## src/fpd_pkg.sv

```systemverilog
// Shared types and constants for the float processor datapath sequencer
package fpd_pkg;
  localparam int DW     = 28;  // Working register width
  localparam int WW     = 12;  // Host memory word width
  localparam int AW     = 15;  // Host address width
  localparam int SCW    = 6;   // Shift counter width
  localparam int FLDW   = 3;   // Field bit width
  localparam int NREQ   = 4;   // Request paths per address register
  localparam int NSYNC  = 4;   // Host pins passed through the synchroniser
  // Synchroniser bit positions
  localparam int SY_NOBRK = 0;
  localparam int SY_BRKON = 1;
  localparam int SY_ACCPT = 2;
  localparam int SY_MRDN  = 3;
  // Values after reset
  localparam logic [3:0]      RST_MAJOR = 4'h0;
  localparam logic [DW-1:0]   RST_WORD  = 28'h0000000;
  localparam logic [WW-1:0]   RST_DATA  = 12'h000;
  localparam logic [AW-1:0]   RST_ADDR  = 15'h0000;
  localparam logic [NSYNC-1:0] RST_SYNC = 4'h9;  // Idle host pin levels
  // Mini states per major state
  localparam logic [2:0] MINI_COUNT = 3'h4;
  // Function selects (S3..S0)
  localparam logic [3:0] ALU_SUB  = 4'h6;
  localparam logic [3:0] ALU_ADD  = 4'h9;
  localparam logic [3:0] ALU_DBL  = 4'hC;
  localparam logic [3:0] ALU_PASS = 4'hF;
  localparam logic [3:0] ALU_ONES = 4'h3;
  localparam logic [3:0] ALU_B    = 4'hA;

  typedef enum logic [1:0] {BRK_OUT, BRK_IN, BRK_INC} fpd_kind_e;
  typedef enum logic [1:0] {ADR_OPND, ADR_FPC, ADR_APT} fpd_adr_e;
  typedef enum logic [1:0] {
    DSRC_FIELD, DSRC_OPND, DSRC_BLOW, DSRC_AHIGH
  } fpd_dsrc_e;
  typedef enum logic [2:0] {
    MX_FAC, MX_XBASE, MX_BASE, MX_OREG, MX_MQ, MX_SHCNT, MX_MB, MX_ZERO
  } fpd_mux_e;

  // Per mini state enables, sampled at the edge that opens the mini state
  typedef struct packed {
    logic [3:0] alu_s;
    logic       inh_carry;
    logic       carry_in;
    fpd_mux_e   amux;
    fpd_mux_e   bmux;
    logic       a_load;
    logic       a_comp;
    logic       a_clr;
    logic       b_load;
    logic       b_shift;
    logic       b_clr;
    logic       b_ser;
    logic       o_load;
    logic       o_shift;
    logic       o_clr;
    logic       o_ser;
    logic       mb_to_a;
    logic       mb_hi;
  } fpd_ctl_s;

  // Registers outside the core that feed its multiplexers
  typedef struct packed {
    logic [DW-1:0]   fac;
    logic [DW-1:0]   xbase;
    logic [DW-1:0]   base;
    logic [DW-1:0]   mq;
    logic [SCW-1:0]  shcnt;
    logic [AW-1:0]   opnd;
    logic [AW-1:0]   float_program_counter;
    logic [AW-1:0]   active_parameter_table;
    logic [FLDW-1:0] apt_field;
  } fpd_src_s;

  // Break request paths from the state enables
  typedef struct packed {
    logic [NREQ-1:0] req_opnd;
    logic [NREQ-1:0] req_fpc;
    logic [NREQ-1:0] req_apt;
    fpd_kind_e       kind;
    fpd_dsrc_e       dsrc;
  } fpd_brk_s;
endpackage

```

## src/fpd_core.sv

```systemverilog
// Datapath, timing generator and data break control of the float core
// Functional notes
// - A storage register, B shifts toward LSB
// - O register loads, shifts toward MSB
// - ALU fed by A,B; drives O
// - Break address from one of three registers
// - A/B multiplexer from six register sources
// - Register action needs enable plus clock pulse
// - Selects held a mini state; clock late
// - Request while latched and idle; drop on break
// - Drive bus on own break or maintenance
// - Input break gates data onto bus
// - Address-accept trailing edge restarts timing
// - ORed paths set latch, choose address
// - Output, input and increment break kinds
// - Four input break data sources
// - Multiplexer resolves eight sub-sources
// - Sixteen major states, jump anywhere
// - Wait for advance, then four mini pulses
// - Next major state one clock after fourth
// - Output break mini 1 captures memory word
// - A loads true or complemented input
// - ALU select codes per function table
// - A minus B via complement plus carry
`timescale 1ns/1ps
`default_nettype none
module fpd_core
  import fpd_pkg::*;
(
  input  wire logic            clk_i,
  input  wire logic            sys_rst_i,
  input  wire fpd_ctl_s        ctl_i,
  input  wire fpd_src_s        src_i,
  input  wire fpd_brk_s        brk_i,
  input  wire logic            advance_i,
  input  wire logic            jump_i,
  input  wire logic [3:0]      jump_state_i,
  input  wire logic            no_break_i,
  input  wire logic            break_active_i,
  input  wire logic            addr_accept_i,
  input  wire logic            maintenance_read_n_i,
  input  wire logic [WW-1:0]   memory_buffer_word_i,
  output logic                 break_request_out_n_o,
  output fpd_kind_e            break_kind_o,
  output logic [AW-1:0]        external_addr_lines_o,
  output logic [WW-1:0]        external_data_lines_o,
  output logic                 bus_data_drive_enable_o,
  output logic                 data_oe_n_o,
  output logic [3:0]           major_state_o,
  output logic [3:0]           mini_pulse_o,
  output logic [DW-1:0]        a_reg_o,
  output logic [DW-1:0]        b_reg_o,
  output logic [DW-1:0]        o_reg_o
);
  typedef enum logic [2:0] {TG_WAIT, TG_M1, TG_M2, TG_M3, TG_M4, TG_GAP}
    fpd_tg_e;

  // Function table; unused codes give zero
  function automatic logic [DW-1:0] alu_f(input logic [3:0] s,
      input logic ic, input logic ci, input logic [DW-1:0] a,
      input logic [DW-1:0] b);
    logic [DW-1:0] c;
    c = (!ic && ci) ? 28'h0000001 : 28'h0000000;
    alu_f = 28'h0000000;
    if (!ic) begin
      unique case (s)
        ALU_SUB:  alu_f = a + ~b + c;  // Carry in completes two's complement
        ALU_ADD:  alu_f = a + b + c;
        ALU_DBL:  alu_f = a + a + c;
        ALU_PASS: alu_f = a + c;
        default:  alu_f = 28'h0000000;
      endcase
    end else begin
      unique case (s)
        ALU_ONES: alu_f = 28'hFFFFFFF;
        ALU_B:    alu_f = b;
        default:  alu_f = 28'h0000000;
      endcase
    end
  endfunction

  // Eight-way source multiplexer shared by A and B
  function automatic logic [DW-1:0] mux_f(input fpd_mux_e sel,
      input fpd_src_s s, input logic [DW-1:0] o, input logic [WW-1:0] mb);
    unique case (sel)
      MX_FAC:   mux_f = s.fac;
      MX_XBASE: mux_f = s.xbase;
      MX_BASE:  mux_f = s.base;
      MX_OREG:  mux_f = o;
      MX_MQ:    mux_f = s.mq;
      MX_SHCNT: mux_f = {22'h000000, s.shcnt};
      MX_MB:    mux_f = {16'h0000, mb};
      MX_ZERO:  mux_f = 28'h0000000;
    endcase
  endfunction

  // Host pins: three stages, value accepted when stages two and three agree
  logic [NSYNC-1:0] sy1_ff, sy2_ff, sy3_ff, pin_ff;
  logic [NSYNC-1:0] nxt_pin;
  always_comb begin
    for (int i = 0; i < NSYNC; i++) begin
      nxt_pin[i] = (sy2_ff[i] == sy3_ff[i]) ? sy3_ff[i] : pin_ff[i];
    end
  end
  always_ff @(posedge clk_i) begin
    if (sys_rst_i) begin
      sy1_ff <= RST_SYNC;
      sy2_ff <= RST_SYNC;
      sy3_ff <= RST_SYNC;
      pin_ff <= RST_SYNC;
    end else begin
      sy1_ff <= {maintenance_read_n_i, addr_accept_i, break_active_i,
                 no_break_i};
      sy2_ff <= sy1_ff;
      sy3_ff <= sy2_ff;
      pin_ff <= nxt_pin;
    end
  end

  logic accept_fall, maint_rd;
  assign accept_fall = pin_ff[SY_ACCPT] && !nxt_pin[SY_ACCPT];
  assign maint_rd    = !pin_ff[SY_MRDN];

  // Break control state
  logic            req_ff, nxt_req, done_ff, nxt_done;
  fpd_adr_e        adr_ff, nxt_adr;
  fpd_kind_e       kind_ff, nxt_kind;
  logic [AW-1:0]   addr_ff, nxt_addr;
  logic [WW-1:0]   data_ff, nxt_data;
  logic [DW-1:0]   amux, bmux;
  fpd_ctl_s        ctl_ff;
  fpd_tg_e         tg_ff, nxt_tg;
  logic [3:0]      maj_ff, nxt_maj;
  logic            any_opnd, any_fpc, any_apt;

  assign any_opnd = |brk_i.req_opnd;
  assign any_fpc  = |brk_i.req_fpc;
  assign any_apt  = |brk_i.req_apt;
  assign amux = mux_f(ctl_ff.amux, src_i, o_reg_o, memory_buffer_word_i);
  assign bmux = mux_f(ctl_ff.bmux, src_i, o_reg_o, memory_buffer_word_i);

  // Latch a request while waiting; address register is fixed with it
  always_comb begin
    nxt_req  = req_ff;
    nxt_adr  = adr_ff;
    nxt_kind = kind_ff;
    nxt_addr = addr_ff;
    nxt_data = data_ff;
    nxt_done = accept_fall && req_ff;
    if (req_ff && accept_fall) begin
      nxt_req = 1'b0;
    end else if (!req_ff && tg_ff == TG_WAIT
                 && (any_opnd || any_fpc || any_apt)) begin
      nxt_req  = 1'b1;
      nxt_kind = brk_i.kind;
      nxt_adr  = any_opnd ? ADR_OPND : (any_fpc ? ADR_FPC : ADR_APT);
      unique case (nxt_adr)
        ADR_OPND: nxt_addr = src_i.opnd;
        ADR_FPC:  nxt_addr = src_i.float_program_counter;
        default:  nxt_addr = src_i.active_parameter_table;
      endcase
      unique case (brk_i.dsrc)
        DSRC_FIELD: nxt_data = {9'h000, src_i.apt_field};
        DSRC_OPND:  nxt_data = src_i.opnd[WW-1:0];
        DSRC_BLOW:  nxt_data = bmux[WW-1:0];
        DSRC_AHIGH: nxt_data = amux[2*WW-1:WW];
      endcase
    end
  end
  always_ff @(posedge clk_i) begin
    if (sys_rst_i) begin
      req_ff  <= 1'b0;
      done_ff <= 1'b0;
      adr_ff  <= ADR_OPND;
      kind_ff <= BRK_OUT;
      addr_ff <= RST_ADDR;
      data_ff <= RST_DATA;
    end else begin
      req_ff  <= nxt_req;
      done_ff <= nxt_done;
      adr_ff  <= nxt_adr;
      kind_ff <= nxt_kind;
      addr_ff <= nxt_addr;
      data_ff <= nxt_data;
    end
  end

  // Request is dropped as soon as the host shows the break has begun
  assign break_request_out_n_o = !(req_ff && pin_ff[SY_NOBRK]);
  assign bus_data_drive_enable_o = (pin_ff[SY_BRKON] && req_ff)
                                   || maint_rd;
  // Only input breaks put data on the lines, except maintenance reads
  assign data_oe_n_o = !(bus_data_drive_enable_o
                         && (kind_ff == BRK_IN || maint_rd));
  assign external_data_lines_o = data_ff;
  assign external_addr_lines_o = addr_ff;
  assign break_kind_o          = kind_ff;

  // Timing generator: wait, four mini pulses, one idle clock, next state
  always_comb begin
    nxt_tg  = tg_ff;
    nxt_maj = maj_ff;
    unique case (tg_ff)
      TG_WAIT: if (advance_i || done_ff) nxt_tg = TG_M1;
      TG_M1:   nxt_tg = TG_M2;
      TG_M2:   nxt_tg = TG_M3;
      TG_M3:   nxt_tg = TG_M4;
      TG_M4:   nxt_tg = TG_GAP;
      TG_GAP: begin
        nxt_tg  = TG_WAIT;
        nxt_maj = maj_ff + 4'h1;
      end
      default: nxt_tg = TG_WAIT;
    endcase
    if (jump_i) begin
      nxt_tg  = TG_WAIT;
      nxt_maj = jump_state_i;
    end
  end
  always_ff @(posedge clk_i) begin
    if (sys_rst_i) begin
      tg_ff  <= TG_WAIT;
      maj_ff <= RST_MAJOR;
      ctl_ff <= '0;
    end else begin
      tg_ff  <= nxt_tg;
      maj_ff <= nxt_maj;
      ctl_ff <= ctl_i;  // Selects stay still for the whole mini state
    end
  end

  assign major_state_o = maj_ff;
  assign mini_pulse_o  = {tg_ff == TG_M4, tg_ff == TG_M3,
                          tg_ff == TG_M2, tg_ff == TG_M1};

  // Register gating: the action lands on the edge that closes the pulse,
  // a full period after the selects changed, so data has settled
  logic            clk_pulse;
  logic [DW-1:0]   a_ff, b_ff, o_ff, nxt_a, nxt_b, nxt_o, alu_y;
  assign clk_pulse = |mini_pulse_o;
  assign alu_y = alu_f(ctl_ff.alu_s, ctl_ff.inh_carry, ctl_ff.carry_in,
                       a_ff, b_ff);
  always_comb begin
    nxt_a = a_ff;
    nxt_b = b_ff;
    nxt_o = o_ff;
    if (clk_pulse) begin
      if (ctl_ff.a_clr) nxt_a = RST_WORD;
      else if (ctl_ff.a_load)
        nxt_a = ctl_ff.a_comp ? ~amux : amux;
      if (ctl_ff.mb_to_a && kind_ff == BRK_OUT && tg_ff == TG_M1) begin
        if (ctl_ff.mb_hi) nxt_a[2*WW-1:WW] = memory_buffer_word_i;
        else nxt_a[WW-1:0] = memory_buffer_word_i;
      end
      if (ctl_ff.b_clr) nxt_b = RST_WORD;
      else if (ctl_ff.b_load) nxt_b = bmux;
      else if (ctl_ff.b_shift) nxt_b = {ctl_ff.b_ser, b_ff[DW-1:1]};
      if (ctl_ff.o_clr) nxt_o = RST_WORD;
      else if (ctl_ff.o_load) nxt_o = alu_y;
      else if (ctl_ff.o_shift) nxt_o = {o_ff[DW-2:0], ctl_ff.o_ser};
    end
  end
  always_ff @(posedge clk_i) begin
    if (sys_rst_i) begin
      a_ff <= RST_WORD;
      b_ff <= RST_WORD;
      o_ff <= RST_WORD;
    end else begin
      a_ff <= nxt_a;
      b_ff <= nxt_b;
      o_ff <= nxt_o;
    end
  end
  assign a_reg_o = a_ff;
  assign b_reg_o = b_ff;
  assign o_reg_o = o_ff;

  property p_req_drop;
    @(posedge clk_i) disable iff (sys_rst_i)
      !pin_ff[SY_NOBRK] |-> break_request_out_n_o;
  endproperty
  a_req_drop: assert property (p_req_drop)
    else $error("break request held during break");
  property p_drive;
    @(posedge clk_i) disable iff (sys_rst_i)
      bus_data_drive_enable_o |-> (req_ff && pin_ff[SY_BRKON]) || maint_rd;
  endproperty
  a_drive: assert property (p_drive)
    else $error("bus driven without own break");
  property p_minis;
    @(posedge clk_i) disable iff (sys_rst_i || jump_i)
      $rose(mini_pulse_o[0]) |=> mini_pulse_o[1] ##1 mini_pulse_o[2]
        ##1 mini_pulse_o[3];
  endproperty
  a_minis: assert property (p_minis)
    else $error("mini pulses out of order");
  property p_next_major;
    @(posedge clk_i) disable iff (sys_rst_i)
      (mini_pulse_o[3] && !jump_i) ##1 !jump_i
        |=> major_state_o == $past(major_state_o, 2) + 4'h1;
  endproperty
  a_next_major: assert property (p_next_major)
    else $error("major state did not step");
  property p_jump;
    @(posedge clk_i) disable iff (sys_rst_i)
      jump_i |=> major_state_o == $past(jump_state_i) && !clk_pulse;
  endproperty
  a_jump: assert property (p_jump)
    else $error("jump target not taken");
  property p_restart;
    @(posedge clk_i) disable iff (sys_rst_i)
      (accept_fall && req_ff && tg_ff == TG_WAIT && !jump_i)
        |=> ##1 mini_pulse_o[0];
  endproperty
  a_restart: assert property (p_restart)
    else $error("accept edge did not restart timing");
  property p_hold;
    @(posedge clk_i) disable iff (sys_rst_i)
      !clk_pulse |=> a_reg_o == $past(a_reg_o) && o_reg_o == $past(o_reg_o);
  endproperty
  a_hold: assert property (p_hold)
    else $error("register changed outside clock pulse");
  property p_oload;
    @(posedge clk_i) disable iff (sys_rst_i)
      clk_pulse && ctl_ff.o_load && !ctl_ff.o_clr |=> o_reg_o == $past(alu_y);
  endproperty
  a_oload: assert property (p_oload)
    else $error("O did not take the ALU output");
  property p_bshift;
    @(posedge clk_i) disable iff (sys_rst_i)
      clk_pulse && ctl_ff.b_shift && !ctl_ff.b_load && !ctl_ff.b_clr
        |=> b_reg_o[DW-2:0] == $past(b_reg_o[DW-1:1]);
  endproperty
  a_bshift: assert property (p_bshift)
    else $error("B shift wrong direction");
endmodule
`default_nettype wire

```

## config.mk

```make
export PLATFORM = sky130hd
export DESIGN_NAME = fpd_core
export DESIGN_NICKNAME = d
export VERILOG_FILES = /design/src/fpd_pkg.sv /design/src/fpd_core.sv
export SDC_FILE = /design/constraint.sdc
export NUM_CORES = 1
export LEC_CHECK = 0
export ABC_AREA = 1
export BUFFER_PORTS_ARGS = -buffer_cell sky130_fd_sc_hd__buf_2
export CORE_ASPECT_RATIO = 1.75
export CORE_MARGIN = 2
export CORE_UTILIZATION = 25
export DETAILED_ROUTE_END_ITERATION = 6
export SYNTH_ARGS = -nofsm -noshare
export SYNTH_HDL_FRONTEND = slang
export SYNTH_SLANG_ARGS = --single-unit
```

## constraint.sdc

```tcl
create_clock -name clk_i -period 2.7 [get_ports clk_i]
set_clock_uncertainty 0.15 [all_clocks]
set_input_delay 0.27 -clock clk_i [delete_from_list [all_inputs] [get_ports clk_i]]
set_output_delay 0.27 -clock clk_i [all_outputs]
set_load 0.1 [all_outputs]
```

==> results of run 1 <==
[area by class of cell]
class / count / area (um^2) / area share, %
inverter: 406 / 1534 / 6.961
antenna: 9 / 22.52 / 0.1022
timing repair buffer: 710 / 4776 / 21.67
tap: 793 / 992.2 / 4.503
clock buffer: 25 / 625.6 / 2.839
multi-input combinational: 1996 / 10660 / 48.36
sequential: 163 / 3338 / 15.15
clock inverter: 7 / 90.09 / 0.4088
[final timing paths]
kind	start	to	slack (ns)
max	ctl_ff[19]$_SDFF_PP0_	o_reg_o[6]$_SDFFE_PP0P_	-0.01
min	jump_state_i[0]	major_state_o[0]$_SDFFE_PP0P_	0.001
max reg2reg	ctl_ff[19]$_SDFF_PP0_	o_reg_o[6]$_SDFFE_PP0P_	-0.01
min reg2reg	sy1_ff[3]$_SDFF_PP1_	sy2_ff[3]$_SDFF_PP1_	0.26
[repair_timing]
item	CTS	global route
pin swaps	3	44
buffers inserted	0	7
setup endpoints to repair	23	35
gates resized for setup	30	118
hold buffers	72	0
hold endpoints to repair	74	0
[sequential cells by signal, indices dropped and copies added, names as in the netlist]
name,flops
done_ff,1
sy1_ff,4
ctl_ff,25
sy2_ff,4
pin_ff,4
tg_ff,3
a_reg_o,28
major_state_o,4
sy3_ff,4
external_data_lines_o,12
break_kind_o,2
req_ff,1
b_reg_o,28
o_reg_o,28
external_addr_lines_o,15
[per-stage QoR]
step / worst slack, ns / power [W] / hold WS, ns
floorplan: 0.003043 / 0.005340 / 0.2238
global placement: -0.1947 / 0.007076 / 0.2421
detailed placement: -0.2283 / 0.007090 / 0.2442
CTS: 0.0004374 / 0.01023 / 0.0008258
global route: -0.2219 / 0.01081 / 0.01862
finish: -0.01292 / 0.01040 / 0.001066
[metal layers]
| metal | vias to the layer above | track usage (%) |
|---|---|---|
| met2 | 1087 | 51.48 |
| met3 | 394 | 5.551 |
| met1 | 9997 | 28.81 |
| met4 | 4 | 26.46 |
| li1 | 10113 | - |
| met5 | - | 0 |
[Yosys cell counts, types with 14 or more instances]
cell | instances | area share, %
o22ai_1 | 22 | 0.89
a22oi_1 | 29 | 1.4
nor2_1 | 205 | 5.0
o2111ai_1 | 14 | 0.79
o21ai_0 | 201 | 6.5
nand2_1 | 756 | 18
inv_1 | 386 | 9.3
a21oi_1 | 204 | 6.6
buf_2 | 31 | 1.0
ha_1 | 55 | 4.4
a31oi_1 | 32 | 1.3
o21ai_1 | 17 | 0.55
a221oi_1 | 18 | 1.0
o211ai_1 | 51 | 2.5
nor3_1 | 20 | 0.64
dfxtp_1 | 163 | 21
nand4_1 | 52 | 2.1
nand3_1 | 198 | 6.4
clkbuf_1 | 70 | 1.7
[cells by family after synthesis]
kind of cell	synth area share, %
compound gates	24.06
xor+xnor	0.6204
fa+ha+maj	4.947
buf+inv	13.70
flops	21.01
mux	0.06446
simple gates	35.60
[power groups by stage]
stage / clock network [W] / logic (W) / registers, W
2_1_floorplan: 0 / 0.00180 / 0.00354
3_3_place_gp: 0 / 0.00431 / 0.00277
3_5_place_dp: 0 / 0.00433 / 0.00276
4_1_cts: 0.00303 / 0.00448 / 0.00271
5_1_grt: 0.00310 / 0.00497 / 0.00274
6_report: 0.00300 / 0.00468 / 0.00273
[critical path, delay by kind of cell, from the launching register on]
kind	cells	cell delay, ns
DFF	1	0.33
buffers and inverters	4	0.30
adders and majority gates	2	0.81
AOI/OAI and AO/OA	4	0.29
and+or+nand+nor	8	0.73
==> flow_metrics.tcl, run 1 <==
set metrics [dict create \
    port_buffers 354 \
    syn_avg_cell_area_um2 5.768 \
    finalCritPeriodShare_pct 100.5 \
    crit_path_start_kind "flop" \
    grt_usage_pct 29.32 \
    fillCellCount 6906 \
    rows 120 \
    cp_data_required_time_ns 2.95 \
    io_pins 355 \
    path_cells "inv_2 -> nor2_4 -> inv_2 -> fa_2 -> fa_2 -> inv_2 -> nand2_2 -> nand3_4 -> nand2_1 -> nand2_4 -> buf_4 -> a21oi_1 -> o21ai_0 -> nand3_1 -> o21ai_1 -> nand2_1 -> nand2_1 -> a21oi_1" \
    syn_inst 2692 \
    dp_cells 3990 \
    async_flop_share_pct 0 \
    finalHoldViolCount 0 \
    vias 21595 \
    mappedNetlistNets 2982 \
    netlist_area_mm2 0.01553 \
    avgViaCountPerCell 5.256 \
    fin_area_mm2 0.02204 \
    gp_congestion 1.046 \
    switching_share_pct 43.62 \
    p_seq_share_pct 26.2 \
    clk-insertion-delay-late_ns 0.52 \
    grt_pass1_vias 21430 \
    min_period_ns 2.713 \
    path_clk_slew_ns 0.07 \
    cts.path.max_buffers 3 \
    clock_sinks 163 \
    clock.fmax_ghz 0.3686 \
    final_nets 3592 \
    synth_edf_count 0 \
    grt_max_degree 84 \
    worst-setup-path-type "flop to flop" \
    grt.overflow.total 0 \
    hold_class "input pin to flop" \
    dieArea_mm2 0.06420 \
    met3_length_um 6720 \
    outcome "complete, but fails checks" \
    wl_met2_um 46630 \
    final_core_util_pct 35.97 \
    crit_arrival_ns 2.96 \
    tightest_slew_ns 0.9771 \
    grt_first_pass_wirelength_um 137100 \
    drive_gt1_share_pct 26.73 \
    drv_cap 0 \
    power_density_mw_per_mm2 471.9 \
    setup_slack_ns -0.01292 \
    ys.flop_type "dfxtp_1" \
    htree_num_levels 4 \
    drc 0 \
    yosysWarnings 0 \
    cts_made_buffers 25 \
    cp_max_fo 4 \
    syn2layout_area_growth_pct 41.91 \
    final_cell_mix "nand2_1, inv_1, buf_2" \
    drv_slew 0 \
    die_h_um 333.7 \
    post_drt_wl_per_cell_um 23.35 \
    tns_ns -0.02513 \
    p_comb_share_pct 45.0 \
    p_clk_share_pct 28.8 \
    relSlewSlack_pct 34.36 \
    yosysSeqAreaShare_pct 21.01 \
    yosysUniqueCellTypes 62 \
    hpwlAfterDp_um 79640 \
    cts_tree "yes" \
    drt_wl_total_um 95940 \
    drt-pass1-iter-count 6 \
    core_area_mm2 0.06126 \
    setup_viol 3 \
    violations "negative setup slack" \
    layout_commonest_cell "nand2_1" \
    cp-end-kind "flop" \
    die_w_um 192.4 \
    drtIter0Drc 1690 \
    grt_setup_unrepaired "yes" \
    peakVddDrop_v 0.0004888 \
    whs_path_depth 5 \
    final_cells 4109 \
    highest_layer "met5" \
    antenna_found_initial 7 \
    place_area_mm2 0.02003 \
    switching_power_w 0.004536 \
    start_util_pct 25.35 \
    slowest_delay_ns 0.41 \
    yosys_register_bits 163 \
    internal_power_w 0.005864 \
    m1WireLength_um 32110 \
    slowest_stage "fa_2" \
    p_leak_nw 10.63 \
    antenna_left 0 \
    cts_root_buf "clkbuf_16" \
    worst_r2r_path_depth 18 \
]
Power figures use the tool's default switching activity.
==> inputs of run 2 (changes only) <==
- SKIP_CTS_REPAIR_TIMING: unset -> 1
==> run 2 against run 1 <==
Against the previous run: the run ends with negative hold slack, negative setup slack left; via count is 0.22% lower; wire length decreased by 0.30%; non-clock buffer count shrank 4; final cell count is 0.15% lower; sequential power barely moved; combinational power is essentially flat; count of clock-buffer cells in the layout is the same; critical path type unchanged.
==> flow_metrics.tcl, run 2 (synthesized netlist as in run 1, its figures left out) <==
set metrics [dict create \
    cts_made_buffers 25 \
    grt-busiest-layer "met2" \
    final_cell_mix "nand2_1, inv_1, buf_2" \
    hpwlAfterDp_um 79640 \
    grt_use_met2_pct 51.14 \
    hold_class "input pin to flop" \
    grt_pass1_vias 20959 \
    crit_path_start_kind "flop" \
    drv_slew 0 \
    grt_usage_pct 29.02 \
    relSlewSlack_pct 35.27 \
    grt_first_pass_wirelength_um 135300 \
    timing.hold.ws_ns -0.03096 \
    cp-end-kind "flop" \
    use_met1_pct 28.64 \
    switching_power_w 0.004548 \
    clock_sinks 163 \
    die_w_um 192.4 \
    min_period_ns 2.767 \
    p_comb_share_pct 45.0 \
    grt.overflow.total 0 \
    drc 0 \
    fin_area_mm2 0.02199 \
    path_clk_slew_ns 0.07 \
    p_clk_share_pct 28.8 \
    outcome "complete, but fails checks" \
    dieArea_mm2 0.06420 \
    fillCellCount 6893 \
    die_h_um 333.7 \
    io_pins 355 \
    cpLargestDelayFamily "adder cells" \
    switching_share_pct 43.70 \
    path_cells "inv_2 -> nor2_4 -> inv_2 -> fa_2 -> fa_2 -> inv_2 -> nand2_2 -> nand3_4 -> nand2_1 -> nand2_4 -> buf_6 -> a21oi_1 -> o21ai_0 -> nand3_1 -> o21ai_1 -> nand2_1 -> nand2_1 -> a21oi_1" \
    use_met3_pct 5.499 \
    cts.path.max_buffers 3 \
    cp_data_required_time_ns 2.95 \
    final_core_util_pct 35.90 \
    tightest_slew_ns 0.9635 \
    worst-setup-path-type "flop to flop" \
    setup_viol 6 \
    rows 120 \
    drive_gt1_share_pct 26.61 \
    cts_root_buf "clkbuf_16" \
    path_buf_inv 4 \
    cts_tree "yes" \
    clk-insertion-delay-late_ns 0.52 \
    gp_congestion 1.046 \
    drv_cap 0 \
    slowest_delay_ns 0.42 \
    core_area_mm2 0.06126 \
    final_nets 3588 \
    post_drt_wl_per_cell_um 23.31 \
    syn2layout_area_growth_pct 41.64 \
    drtIter0Drc 1694 \
    clock.fmax_ghz 0.3615 \
    slowest_stage "fa_2" \
    violations "negative hold slack, negative setup slack" \
    layout_commonest_cell "nand2_1" \
    drt-pass1-iter-count 6 \
    antenna_found_initial 8 \
    setup_slack_ns -0.06651 \
    port_buffers 354 \
    antenna_left 0 \
    power_density_mw_per_mm2 473.2 \
    finalHoldViolCount 4 \
    grt_setup_unrepaired "yes" \
    htree_num_levels 4 \
    p_seq_share_pct 26.2 \
    cp_max_fo 4 \
    peakVddDrop_v 0.0005174 \
    start_util_pct 25.35 \
    p_leak_nw 10.58 \
    avgViaCountPerCell 5.252 \
    internal_power_w 0.005860 \
    crit_arrival_ns 3.01 \
    finalCritPeriodShare_pct 102.5 \
    place_area_mm2 0.02003 \
    grt_max_degree 84 \
    vias 21547 \
    drt_wl_total_um 95650 \
]
-- run 2: cell count changes in the layout (fill, tap and decap cells not counted), moves of 4 or more --
cell / delta
nand3_2: -7
nand3_1: +5
o21ai_0: +5
o21ai_1: -5
dlygate4sd3_1: -4
inv_2: +4
nand2_1: +4
nand2_2: -4
-- run 2: metrics by stage --
stage          setup TNS (ns)  worst slack, ns  std cells  total power [W]
2_1_floorplan               0         0.003043       2692         0.005340
3_3_place_gp           -1.786          -0.1947       3990         0.007076
3_5_place_dp           -2.639          -0.2283       3990         0.007090
4_1_cts                -3.225          -0.2543       4022          0.01008
5_1_grt                -1.974          -0.2276       4099          0.01082
6_report              -0.2189         -0.06651       4103          0.01041
-- run 2: worst min-delay path: stages --
cell and delay (ns):
buf_2 0.08, a22oi_1 0.07, a31oi_1 0.15
-- run 2: layer usage --
layer  wire (um)  vias up  share of wire (%)
met4       10220        4                 11
met3        6498      396                6.8
li1            -    10102                  -
met1       32180     9957                 34
met2       46740     1088                 49
met5          23        -              0.024
-- run 2: power by group through the flow --
stage | logic, W | clock network, W | registers, W
after CTS | 0.00434 | 0.00303 | 0.00271
after global placement | 0.00431 | 0 | 0.00277
after floorplan | 0.00180 | 0 | 0.00354
final | 0.00469 | 0.00300 | 0.00273
after global routing | 0.00498 | 0.00310 | 0.00274
after detailed placement | 0.00433 | 0 | 0.00276
-- run 2: layout make-up --
type | instances | area [um^2] | area share [%]
Multi-Input combinational cell | 1996 | 10660 | 48.48
Timing Repair Buffer | 706 | 4740 | 21.55
Sequential cell | 163 | 3338 | 15.18
Inverter | 406 | 1529 | 6.952
Tap cell | 793 | 992.2 | 4.511
Clock buffer | 25 | 625.6 | 2.844
Clock inverter | 7 | 90.09 | 0.4096
Antenna cell | 7 | 17.52 | 0.07964
-- run 2: worst paths after layout --
| kind | startpoint | end | slack, ns | cells past startpoint |
|---|---|---|---|---|
| worst min-delay path | src_i[47] | external_addr_lines_o[14]$_SDFFE_PP0P_ | -0.03 | 3 |
| worst max register to register | ctl_ff[19]$_SDFF_PP0_ | o_reg_o[6]$_SDFFE_PP0P_ | -0.07 | 18 |
| worst max-delay path | ctl_ff[19]$_SDFF_PP0_ | o_reg_o[6]$_SDFFE_PP0P_ | -0.07 | 18 |
| worst min register to register | sy1_ff[3]$_SDFF_PP1_ | sy2_ff[3]$_SDFF_PP1_ | 0.26 | 1 |
==> inputs of run 3 (changes only) <==
- BUFFER_PORTS_ARGS: -buffer_cell sky130_fd_sc_hd__buf_2 -> -buffer_cell sky130_fd_sc_hd__clkbuf_2
- SKIP_CTS_REPAIR_TIMING: 1 -> unset
==> run 3 against run 2 <==
Against the previous run: non-clock buffer count grew 16; final cell count grew 0.27%; sequential share of layout area is 0.059 points lower; die area did not move; via count up 1.1%; wire length down 0.10%; combinational power fell by 1%; clock power rose by 5%; global-route usage is 0.12 points higher; maximum frequency rose by 3.6%; the flow now finishes without violations; utilization grew 0.11 points; worst setup slack better by 0.095 ns.
==> flow_metrics.tcl, run 3 (synthesized netlist as in run 1, its figures left out) <==
set metrics [dict create \
    port_buffers 354 \
    clock_sinks 163 \
    p_clk_share_pct 30.1 \
    start_util_pct 25.35 \
    drt-pass1-iter-count 6 \
    cp_data_required_time_ns 2.93 \
    worst-setup-path-type "flop to flop" \
    grt_setup_unrepaired "yes" \
    cts_tree "yes" \
    finalHoldViolCount 0 \
    drt_wl_total_um 95550 \
    path_cells "inv_2 -> nor2_4 -> inv_2 -> fa_2 -> fa_2 -> inv_2 -> nand2_2 -> nand3_4 -> nand2_4 -> nand2_4 -> buf_6 -> a21oi_1 -> o21ai_1 -> nand3_1 -> o21ai_1 -> nand2_1 -> nand2_1 -> a21oi_1" \
    drtIter0Drc 1534 \
    grt_max_degree 77 \
    switching_share_pct 42.97 \
    final_nets 3604 \
    tightest_slew_ns 0.8778 \
    post_drt_wl_per_cell_um 23.23 \
    vias 21775 \
    final_core_util_pct 36.02 \
    outcome "finished clean" \
    grt_first_pass_wirelength_um 136500 \
    relSlewSlack_pct 40.86 \
    timing.hold.ws_ns 0.01611 \
    die_h_um 333.7 \
    drv_cap 0 \
    drc 0 \
    grt_pass1_vias 21578 \
    cp_common_cell "inv_2" \
    clock.fmax_ghz 0.3743 \
    p_seq_share_pct 25.9 \
    gp_congestion 1.047 \
    cts_root_buf "clkbuf_16" \
    io_pins 355 \
    drive_gt1_share_pct 26.69 \
    cts.path.max_buffers 3 \
    cp-end-kind "flop" \
    hpwlAfterDp_um 79810 \
    fin_area_mm2 0.02206 \
    layout_commonest_cell "nand2_1" \
    finalCritPeriodShare_pct 98.94 \
    switching_power_w 0.004514 \
    core_area_mm2 0.06126 \
    crit_arrival_ns 2.90 \
    hold_class "input pin to flop" \
    htree_num_levels 4 \
    power_density_mw_per_mm2 476.1 \
    grt_usage_pct 29.14 \
    rows 120 \
    setup_viol 0 \
    peakVddDrop_v 0.0004880 \
    min_period_ns 2.671 \
    die_w_um 192.4 \
    p_comb_share_pct 43.9 \
    path_buf_inv 4 \
    internal_power_w 0.005990 \
    place_area_mm2 0.02013 \
    antenna_left 0 \
    dieArea_mm2 0.06420 \
    antenna_found_initial 1 \
    grt.overflow.total 0 \
    path_clk_slew_ns 0.07 \
    clk-insertion-delay-late_ns 0.52 \
    slowest_delay_ns 0.40 \
    slowest_stage "fa_2" \
    p_leak_nw 10.61 \
    final_cell_mix "nand2_1, inv_1, clkbuf_2" \
    syn2layout_area_growth_pct 42.08 \
    avgViaCountPerCell 5.293 \
    crit_path_start_kind "flop" \
    cts_made_buffers 25 \
    drv_slew 0 \
    cp_max_fo 4 \
    cpLargestDelayFamily "adder cells" \
]
## run 3: cell count changes in the layout (fill, tap and decap cells not counted), sizes merged
cell	delta
diode	-6
bufinv	+1
dlygate4sd3	+2
inv	+1
clkbuf	+357
buf	-339
clkinvlp	-2
clkinv	-3
## run 3: layout make-up
class                      instances  area, um^2
inverter                         406        1531
timing repair buffer             722        4857
clock inverter                     4       95.09
antenna                            1       2.502
sequential                       163        3336
clock buffer                      29       660.6
fill                            6874       39200
tap                              793       992.2
multi-input combinational       1996       10590
## run 3: tightest hold or removal path: stages
cell and delay, ns:
clkbuf_2 0.09, nand2_1 0.06, nand3_1 0.07, o211ai_1 0.08
a21oi_1 0.07
## run 3: power by group through the flow
stage          combinational (W)  sequential (W)  clock, W
6_report                 0.00462         0.00272   0.00316
5_1_grt                  0.00491         0.00273   0.00326
4_1_cts                  0.00445         0.00271   0.00318
3_5_place_dp             0.00433         0.00276         0
3_3_place_gp             0.00431         0.00276         0
2_1_floorplan            0.00180         0.00354         0
## run 3: final timing paths
kind,startpoint,end,slack [ns],cells past startpoint
max reg2reg,ctl_ff[19]$_SDFF_PP0_,o_reg_o[8]$_SDFFE_PP0P_,0.03,18
min,src_i[150],b_reg_o[12]$_SDFFE_PP0P_,0.02,5
max,ctl_ff[19]$_SDFF_PP0_,o_reg_o[8]$_SDFFE_PP0P_,0.03,18
min reg2reg,sy1_ff[3]$_SDFF_PP1_,sy2_ff[3]$_SDFF_PP1_,0.26,1
## run 3: what timing repair did
item                                    in CTS  in global routing
resized for setup                           18                107
endpoints found under the setup margin      17                 40
endpoints found under the hold margin       57                  0
hold buffers                                70                  0
pin swaps                                    3                 35
setup buffers                                0                  7
## run 3: stage by stage
step	total power [W]	setup WS [ns]	setup TNS [ns]	instances
4_1_cts	0.01034	0.003965	0	4106
6_report	0.01050	0.02866	0	4114
3_5_place_dp	0.007086	-0.1539	-1.116	4003
3_3_place_gp	0.007071	-0.1513	-0.9315	4003
5_1_grt	0.01090	-0.1377	-1.055	4113
2_1_floorplan	0.005340	0.003043	0	2692
## run 3: metal layers
layer	up-vias	part of all wire, %	track usage [%]
met5	-	0.013	0
met4	2	11	25.47
li1	10126	-	-
met2	1205	49	51.94
met1	10018	33	28.61
met3	424	7.2	4.995
